==> config.mk <==
export PLATFORM = sky130hd
export DESIGN_NAME = sgwl_loader
export DESIGN_NICKNAME = d
export VERILOG_FILES = /design/src/hw/sgwl_pkg.sv /design/src/hw/sgwl_sync.sv /design/src/hw/sgwl_loader.sv
export SDC_FILE = /design/constraint.sdc
export NUM_CORES = 1
export LEC_CHECK = 0
export BUFFER_PORTS_ARGS = -buffer_cell sky130_fd_sc_hd__buf_2
export CAP_MARGIN = 25
export CORE_MARGIN = 3
export CORE_UTILIZATION = 35
export DETAILED_ROUTE_END_ITERATION = 16
export PLACE_DENSITY = 0.61
export SLEW_MARGIN = 20
export SYNTH_ARGS = -nofsm -noshare
export SYNTH_HDL_FRONTEND = slang
export SYNTH_SLANG_ARGS = --single-unit
export TNS_END_PERCENT = 10
==> constraint.sdc <==
create_clock -name mclk_i -period 3.4 [get_ports mclk_i]
set_clock_uncertainty 0.2 [all_clocks]
set_input_delay 0.68 -clock mclk_i [delete_from_list [all_inputs] [get_ports mclk_i]]
set_output_delay 0.68 -clock mclk_i [all_outputs]
set_load 0.05 [all_outputs]
==> src/hw/sgwl_pkg.sv <==
// Constants shared by the serial gain word loader
// How it works
// - A gain load shifts any number of data bits into an eight-bit shift register; the last eight are kept.
// - A falling load-window enable opens the load and lets serial clock pulses shift.
// - While open, data is sampled on each rising serial clock edge, most significant bit first.
// - A rising load-window enable copies the eight-bit shifted word into the gain latch.
// - Gain runs from -18.16 dB at code zero to +30 dB at code 128, 6.02 dB per bit position.
// - While the window is open the old gain stays applied; after it closes shifting is blocked.
// - After reset the gain latch holds code zero, the minimum gain.
// - Transmit-on is held low until the gain is programmed, then raised; high enables output.
package sgwl_pkg;
	localparam int         SGWL_WORD_W        = 8;
	localparam logic [7:0] SGWL_GAIN_RST      = 8'h00;
	// Window pin idles high; its flops reset there so no false rise follows reset
	localparam logic       SGWL_WIN_IDLE      = 1'h1;
	// Gain in centi-dB, signed
	localparam int         SGWL_GAIN_MIN_CDB  = -1816;
	localparam int         SGWL_GAIN_STEP_CDB = 602;
	localparam int         SGWL_GAIN_W        = 16;
endpackage : sgwl_pkg

==> src/hw/sgwl_sync.sv <==
// Two-flop synchroniser for one pin
`timescale 1ns/1ps
module sgwl_sync #(
	parameter logic RST_VAL = 1'h0
) (
	input  wire logic clk_i,
	input  wire logic rst_i,
	input  wire logic d_i,
	output logic      q_o
);
	typedef struct packed {
		logic s1;
		logic s2;
	} sgwl_sync_t;
	sgwl_sync_t st_q;
	sgwl_sync_t st_d;
	always_comb begin
		st_d    = st_q;
		st_d.s1 = d_i;
		st_d.s2 = st_q.s1;
	end
	always_ff @(posedge clk_i) begin
		if (rst_i) begin
			st_q <= {RST_VAL, RST_VAL};
		end else begin
			st_q <= st_d;
		end
	end
	assign q_o = st_q.s2;
endmodule : sgwl_sync

==> src/hw/sgwl_loader.sv <==
// Serial gain word loader: shift register, gain latch, gain map
`timescale 1ns/1ps
module sgwl_loader
	import sgwl_pkg::*;
(
	input  wire logic                     mclk_i,
	input  wire logic                     rst_i,
	input  wire logic                     serial_clk_i,
	input  wire logic                     serial_gain_data_i,
	input  wire logic                     load_window_enable_i,
	input  wire logic                     transmit_on_i,
	output logic        [SGWL_WORD_W-1:0] gain_code_o,
	output logic signed [SGWL_GAIN_W-1:0] gain_cdb_o,
	output logic                          tx_active_o,
	output logic                          load_done_o
);
	logic sclk_s;
	logic sdat_s;
	logic den_s;
	logic transmit_on_s;

	// Clock and data share the same two-flop delay, so pin set-up carries over
	sgwl_sync u_sclk (
		.clk_i (mclk_i),
		.rst_i (rst_i),
		.d_i   (serial_clk_i),
		.q_o   (sclk_s)
	);
	sgwl_sync u_sdat (
		.clk_i (mclk_i),
		.rst_i (rst_i),
		.d_i   (serial_gain_data_i),
		.q_o   (sdat_s)
	);
	// Resets to the idle high level, else release looks like a window close
	sgwl_sync #(
		.RST_VAL (SGWL_WIN_IDLE)
	) u_den (
		.clk_i (mclk_i),
		.rst_i (rst_i),
		.d_i   (load_window_enable_i),
		.q_o   (den_s)
	);
	sgwl_sync u_transmit_on (
		.clk_i (mclk_i),
		.rst_i (rst_i),
		.d_i   (transmit_on_i),
		.q_o   (transmit_on_s)
	);

	typedef struct packed {
		logic                          sclk_prev;
		logic                          den_prev;
		logic [SGWL_WORD_W-1:0]        shift;
		logic [SGWL_WORD_W-1:0]        gain;
		logic signed [SGWL_GAIN_W-1:0] cdb;
		logic                          tx;
		logic                          done;
	} sgwl_state_t;

	sgwl_state_t st_q;
	sgwl_state_t st_d;

	// Position of highest set bit, plus one; zero for code zero
	// Mixed codes take their highest bit; only single-bit codes are tabulated
	function automatic logic [3:0] sgwl_msb_pos(input logic [SGWL_WORD_W-1:0] c);
		logic [3:0] p;
		p = 4'h0;
		for (int i = 0; i < SGWL_WORD_W; i++) begin
			if (c[i]) begin
				p = 4'(i + 1);
			end
		end
		return p;
	endfunction : sgwl_msb_pos

	logic sclk_rise;
	logic den_rise;
	assign sclk_rise = sclk_s & ~st_q.sclk_prev;
	assign den_rise  = den_s & ~st_q.den_prev;

	always_comb begin
		st_d           = st_q;
		st_d.sclk_prev = sclk_s;
		st_d.den_prev  = den_s;
		st_d.done      = 1'h0;
		// Shift only while window low; a high window blocks shifting
		if (!den_s && sclk_rise) begin
			st_d.shift = {st_q.shift[SGWL_WORD_W-2:0], sdat_s};
		end
		if (den_rise) begin
			st_d.gain = st_q.shift;
			st_d.cdb  = SGWL_GAIN_W'(SGWL_GAIN_MIN_CDB
				+ SGWL_GAIN_STEP_CDB * int'(sgwl_msb_pos(st_q.shift)));
			st_d.done = 1'h1;
		end
		// Output disabled while transmit-on low
		st_d.tx = transmit_on_s;
	end

	always_ff @(posedge mclk_i) begin
		if (rst_i) begin
			st_q      <= '0;
			st_q.den_prev <= SGWL_WIN_IDLE;
			st_q.gain <= SGWL_GAIN_RST;
			st_q.cdb  <= SGWL_GAIN_W'(SGWL_GAIN_MIN_CDB);
		end else begin
			st_q <= st_d;
		end
	end

	assign gain_code_o = st_q.gain;
	assign gain_cdb_o  = st_q.cdb;
	assign tx_active_o = st_q.tx;
	assign load_done_o = st_q.done;

	property p_gain_hold;
		@(posedge mclk_i) disable iff (rst_i)
		!load_done_o |-> $stable(gain_code_o);
	endproperty
	a_gain_hold: assert property (p_gain_hold) else $error("Gain changed without load");

	property p_load_copy;
		@(posedge mclk_i) disable iff (rst_i)
		den_rise |=> (gain_code_o == $past(st_q.shift)) && load_done_o;
	endproperty
	a_load_copy: assert property (p_load_copy) else $error("Load did not copy word");

	property p_shift_msb;
		@(posedge mclk_i) disable iff (rst_i)
		(!den_s && sclk_rise) |=> st_q.shift == {$past(st_q.shift[6:0]), $past(sdat_s)};
	endproperty
	a_shift_msb: assert property (p_shift_msb) else $error("Shift wrong");

	property p_shift_block;
		@(posedge mclk_i) disable iff (rst_i)
		den_s |=> $stable(st_q.shift);
	endproperty
	a_shift_block: assert property (p_shift_block) else $error("Shift while closed");

	property p_zero_gain;
		@(posedge mclk_i) disable iff (rst_i)
		gain_code_o == '0 |-> gain_cdb_o == SGWL_GAIN_W'(SGWL_GAIN_MIN_CDB);
	endproperty
	a_zero_gain: assert property (p_zero_gain) else $error("Code zero gain wrong");

	property p_top_gain;
		@(posedge mclk_i) disable iff (rst_i)
		gain_code_o[SGWL_WORD_W-1]
			|-> gain_cdb_o == SGWL_GAIN_W'(SGWL_GAIN_MIN_CDB + SGWL_GAIN_STEP_CDB * SGWL_WORD_W);
	endproperty
	a_top_gain: assert property (p_top_gain) else $error("Top gain wrong");

	property p_tx_follow;
		@(posedge mclk_i) disable iff (rst_i)
		transmit_on_s |=> tx_active_o;
	endproperty
	a_tx_follow: assert property (p_tx_follow) else $error("Transmit not enabled");

	property p_reset_zero;
		@(posedge mclk_i)
		rst_i |=> gain_code_o == 8'h00;
	endproperty
	a_reset_zero: assert property (p_reset_zero) else $error("Reset gain not zero");

	property p_done_pulse;
		@(posedge mclk_i) disable iff (rst_i)
		load_done_o |=> !load_done_o;
	endproperty
	a_done_pulse: assert property (p_done_pulse) else $error("Load pulse too long");

	property p_done_cause;
		@(posedge mclk_i) disable iff (rst_i)
		load_done_o |-> $past(den_rise);
	endproperty
	a_done_cause: assert property (p_done_cause) else $error("Load without close");

	property p_gain_open;
		@(posedge mclk_i) disable iff (rst_i)
		!den_s |=> $stable(gain_code_o);
	endproperty
	a_gain_open: assert property (p_gain_open) else $error("Gain moved in window");

	property p_cdb_hold;
		@(posedge mclk_i) disable iff (rst_i)
		!load_done_o |-> $stable(gain_cdb_o);
	endproperty
	a_cdb_hold: assert property (p_cdb_hold) else $error("Gain value moved");

	property p_shift_idle;
		@(posedge mclk_i) disable iff (rst_i)
		!sclk_rise |=> $stable(st_q.shift);
	endproperty
	a_shift_idle: assert property (p_shift_idle) else $error("Shift without clock");

	property p_tx_low;
		@(posedge mclk_i) disable iff (rst_i)
		!transmit_on_s |=> !tx_active_o;
	endproperty
	a_tx_low: assert property (p_tx_low) else $error("Transmit not disabled");

	property p_reset_quiet;
		@(posedge mclk_i)
		rst_i |=> (gain_cdb_o == SGWL_GAIN_W'(SGWL_GAIN_MIN_CDB)) && !tx_active_o && !load_done_o;
	endproperty
	a_reset_quiet: assert property (p_reset_quiet) else $error("Reset outputs wrong");

	property p_cdb_range;
		@(posedge mclk_i) disable iff (rst_i)
		(gain_cdb_o >= SGWL_GAIN_W'(SGWL_GAIN_MIN_CDB))
			&& (gain_cdb_o <= SGWL_GAIN_W'(SGWL_GAIN_MIN_CDB + SGWL_GAIN_STEP_CDB * SGWL_WORD_W));
	endproperty
	a_cdb_range: assert property (p_cdb_range) else $error("Gain out of range");

	property p_row_low;
		@(posedge mclk_i) disable iff (rst_i)
		gain_code_o == 8'h01 |-> gain_cdb_o == SGWL_GAIN_W'(SGWL_GAIN_MIN_CDB + SGWL_GAIN_STEP_CDB);
	endproperty
	a_row_low: assert property (p_row_low) else $error("Code one gain wrong");

	property p_row_mid;
		@(posedge mclk_i) disable iff (rst_i)
		gain_code_o == 8'h40
			|-> gain_cdb_o == SGWL_GAIN_W'(SGWL_GAIN_MIN_CDB + SGWL_GAIN_STEP_CDB * (SGWL_WORD_W - 1));
	endproperty
	a_row_mid: assert property (p_row_mid) else $error("Code 64 gain wrong");
endmodule : sgwl_loader

==> reports/results.tsv <==
stage	metric	value	unit
logic_synthesis	ys_warn_count	0	
power	p_int	668	µW
global_route	grt_max_degree	44	
global_route	grt_usage	0.137	
clocking	cts.path.max_buffers	2	
die	core	6060	µm²
critical_path	endpoint_kind	flop	
worst_hold_path	min_path_type	flop to flop	
power	p_clk_frac	0.356	
power	p_sw_frac	0.247	
die	die_width	86.1	µm
critical_path	worstPathArrival	3.32	ns
global_route	grt_overflow	0	
clocking	cts-root-buf	clkbuf_8	
power	comb_power_share	0.065	
sta	setup_tns	0	ns
sta	slew_violations	0	
clocking	cts_max_level	2	
route	post_drt_wl_per_cell	13.6	µm
placement	io_buffers	30	
final_layout	finish.utilization	0.456	
worst_hold_path	hold_path_end	u_den.q_o$_SDFF_PP1_	
power	power_density	321	nW/µm²
global_route	antenna_found_initial	0	
placement	routabilityCongestion	0.831	
clocking	numCtsBuffers	5	
final_layout	regMostFlops	gain_cdb_o	
global_route	grt_pass1_vias	1747	
sta	max-slew-margin-rel	0.486	
critical_path	worstSetupStartpointType	flop	
final_layout	layout-drive-gt1-share	0.390	
logic_synthesis	ys_types	52	
route	detail_route.iter0.violations	82	
power	p_leak	1.12	nW
worst_hold_path	hp-start	u_den.st_d[0]$_SDFF_PP1_	
logic_synthesis	synthCells	260	
power	pwr-share-seq	0.580	
die	dieArea	7410	µm²
critical_path	cp_max_fo	5	
logic_synthesis	syn_avg_cell_area	8.64	µm²
sta	period_needed	3.33	ns
die	pin_count	32	
clocking	clock_latency	0.30	ns
critical_path	timing.rr.start	st_q[27]$_SDFFE_PP0P_	
placement	hpwl	3420	µm
route	drt_pass1_iterations	4	
critical_path	critical_path_class	flop to flop	
power	switchingPower	219	µW
final_layout	fin_nets	307	
final_layout	area_growth	23.2	%
logic_synthesis	synth_enable_flop_cells	0	
sta	setup_viol	0	
final_layout	largest_reg_flops	15	
die	rows	28	
final_layout	num_antenna_cells	0	
critical_path	reg2reg_to	gain_cdb_o[15]$_SDFFE_PP1P_	
run_status	status	complete, no violations	
sta	finalHoldViolations	0	
clocking	cts_tree	done	
route	wirelength	4990	µm
critical_path	r2r_slack	0.07	ns
route	ant_nets	0	
critical_path	crit_required	3.39	ns
logic_synthesis	async_flop_share	0	
sta	rsz0062_at_grt	true	
die	initial_core_util	0.371	
sta	tightestPinTransition	0.771	ns
global_route	grt_pass1_wl	8110	µm
route	drc	0	
job	maxCapViolCount	0	
power	vdd_drop_max	0.000171	V
logic_synthesis	syn_area	2250	µm²
die	die_y	86.1	µm
route	vias	1848	
sta	period_share	0.980	
clocking	cts_sinks	43	
clocking	clk_pin_slew	0.08	ns
sta	fmaxAchievable	300	MHz
logic_synthesis	ys_ff_latch	43	
logic_synthesis	synthFlopType	dfxtp_1	
critical_path	reg2reg_depth	13	
worst_hold_path	hold_path_depth	1	
route	avgViaCountPerCell	5.04	
logic_synthesis	ys_seq_area_frac	0.383	
[power by group through the flow]
stage / Combinational [mW] / Sequential, mW / Clock (mW)
global placement: 0.0560 / 0.528 / 0
floorplan: 0.0482 / 0.529 / 0
CTS: 0.0570 / 0.516 / 0.332
global route: 0.0628 / 0.516 / 0.359
finish: 0.0574 / 0.515 / 0.316
detailed placement: 0.0568 / 0.528 / 0
[cells in the mapped netlist, drive strengths merged, types with 2 or more instances]
cell,instances,area share
ha,8,0.045
xnor2,4,0.016
o21ai,6,0.013
and3b,2,0.0078
or4,2,0.0067
dfxtp,43,0.38
o211ai,3,0.010
fa,2,0.018
or2,5,0.014
a21o,2,0.0067
a211oi,5,0.022
nor3,3,0.0067
o211a,2,0.0089
buf,26,0.087
clkbuf,14,0.023
nor2b,13,0.036
nor4,3,0.011
inv,8,0.013
nor3b,2,0.0067
nand2,27,0.045
a211o,6,0.023
nor2,21,0.035
a21oi,25,0.056
mux2i,6,0.027
[critical path, stage by stage (launching register included)]
cell and delay, ns:
dfxtp_4 0.37, nor2_1 0.05, o31a_1 0.32, nor2_2 0.15, ha_1 0.17, inv_1 0.07
fa_2 0.38, inv_2 0.07, ha_4 0.20, and3b_2 0.23, o211a_4 0.28, or4_4 0.42
nor4_2 0.22, o21ai_1 0.09
[cell usage in the layout, fill, tap and decap left out, types with 3 or more instances in the layout]
cell type and n:
inv_1 6, clkinv_2 4, ha_4 3, o21ai_0 3
nand2_1 26, a211o_1 6, clkbuf_8 5, ha_1 4
dfxtp_1 39, buf_4 32, a21oi_1 24, or2_2 5
xnor2_1 3, o211ai_1 3, nor2b_1 12, buf_2 30
dfxtp_2 3, mux2i_1 6, nor2_1 18
[repair_timing]
action,in CTS,in global routing
setup buffers,0,4
resized for setup,4,33
pin swaps,2,21
endpoints found under the setup margin,4,6
hold buffers,0,0
[routing by layer]
metal,vias up,GRT usage,wire [µm]
met3,9,0.0346,256
met5,-,0,0
met4,0,0.0604,109
met1,864,0.181,2330
met2,43,0.211,2300
li1,932,-,-
[per-stage QoR]
| stage | worst slack [ns] | hold slack, ns | instances | power (mW) | instance area (µm²) |
|---|---|---|---|---|---|
| global route | -0.0518 | 0.223 | 367 | 0.938 | 2770 |
| CTS | 0.00895 | 0.213 | 363 | 0.905 | 2580 |
| global placement | -0.0256 | 0.193 | 355 | 0.584 | 2480 |
| floorplan | 0.0121 | 0.189 | 261 | 0.577 | 2270 |
| finish | 0.0681 | 0.211 | 367 | 0.888 | 2770 |
| detailed placement | -0.0762 | 0.193 | 355 | 0.585 | 2480 |
[cells by family after synthesis]
group | Yosys count | share of synthesized area
multiplexers | 6 | 0.0267
buffers and inverters | 49 | 0.125
AND/OR/NAND/NOR | 86 | 0.196
other | 1 | 0.00167
flip-flops | 43 | 0.383
XOR/XNOR | 5 | 0.0195
adder cells (fa/ha/maj) | 10 | 0.0624
AO/OA/AOI/OAI | 60 | 0.186
[worst max path at each step]
stage                          startpoint                          end  slack [ns]  depth (start not counted)
floorplan           st_q[26]$_SDFFE_PP0P_  gain_cdb_o[15]$_SDFFE_PP1P_        0.01                         13
global placement    st_q[28]$_SDFFE_PP0P_  gain_cdb_o[15]$_SDFFE_PP1P_       -0.03                         13
detailed placement  st_q[27]$_SDFFE_PP0P_  gain_cdb_o[15]$_SDFFE_PP1P_       -0.08                         13
CTS                 st_q[28]$_SDFFE_PP0P_  gain_cdb_o[15]$_SDFFE_PP1P_       0.009                         13
global route        st_q[27]$_SDFFE_PP0P_  gain_cdb_o[14]$_SDFFE_PP1P_       -0.05                         12
finish              st_q[27]$_SDFFE_PP0P_  gain_cdb_o[15]$_SDFFE_PP1P_        0.07                         13
[final cells by class]
type / instances / area (µm²)
clock buffer: 5 / 68.8
clock inverter: 3 / 15.0
fill: 584 / 3290
inverter: 9 / 35.0
multi-input combinational: 169 / 1280
sequential: 43 / 868
tap: 75 / 93.8
timing repair buffer: 63 / 402
No activity file was read; power rests on OpenSTA's default activity.
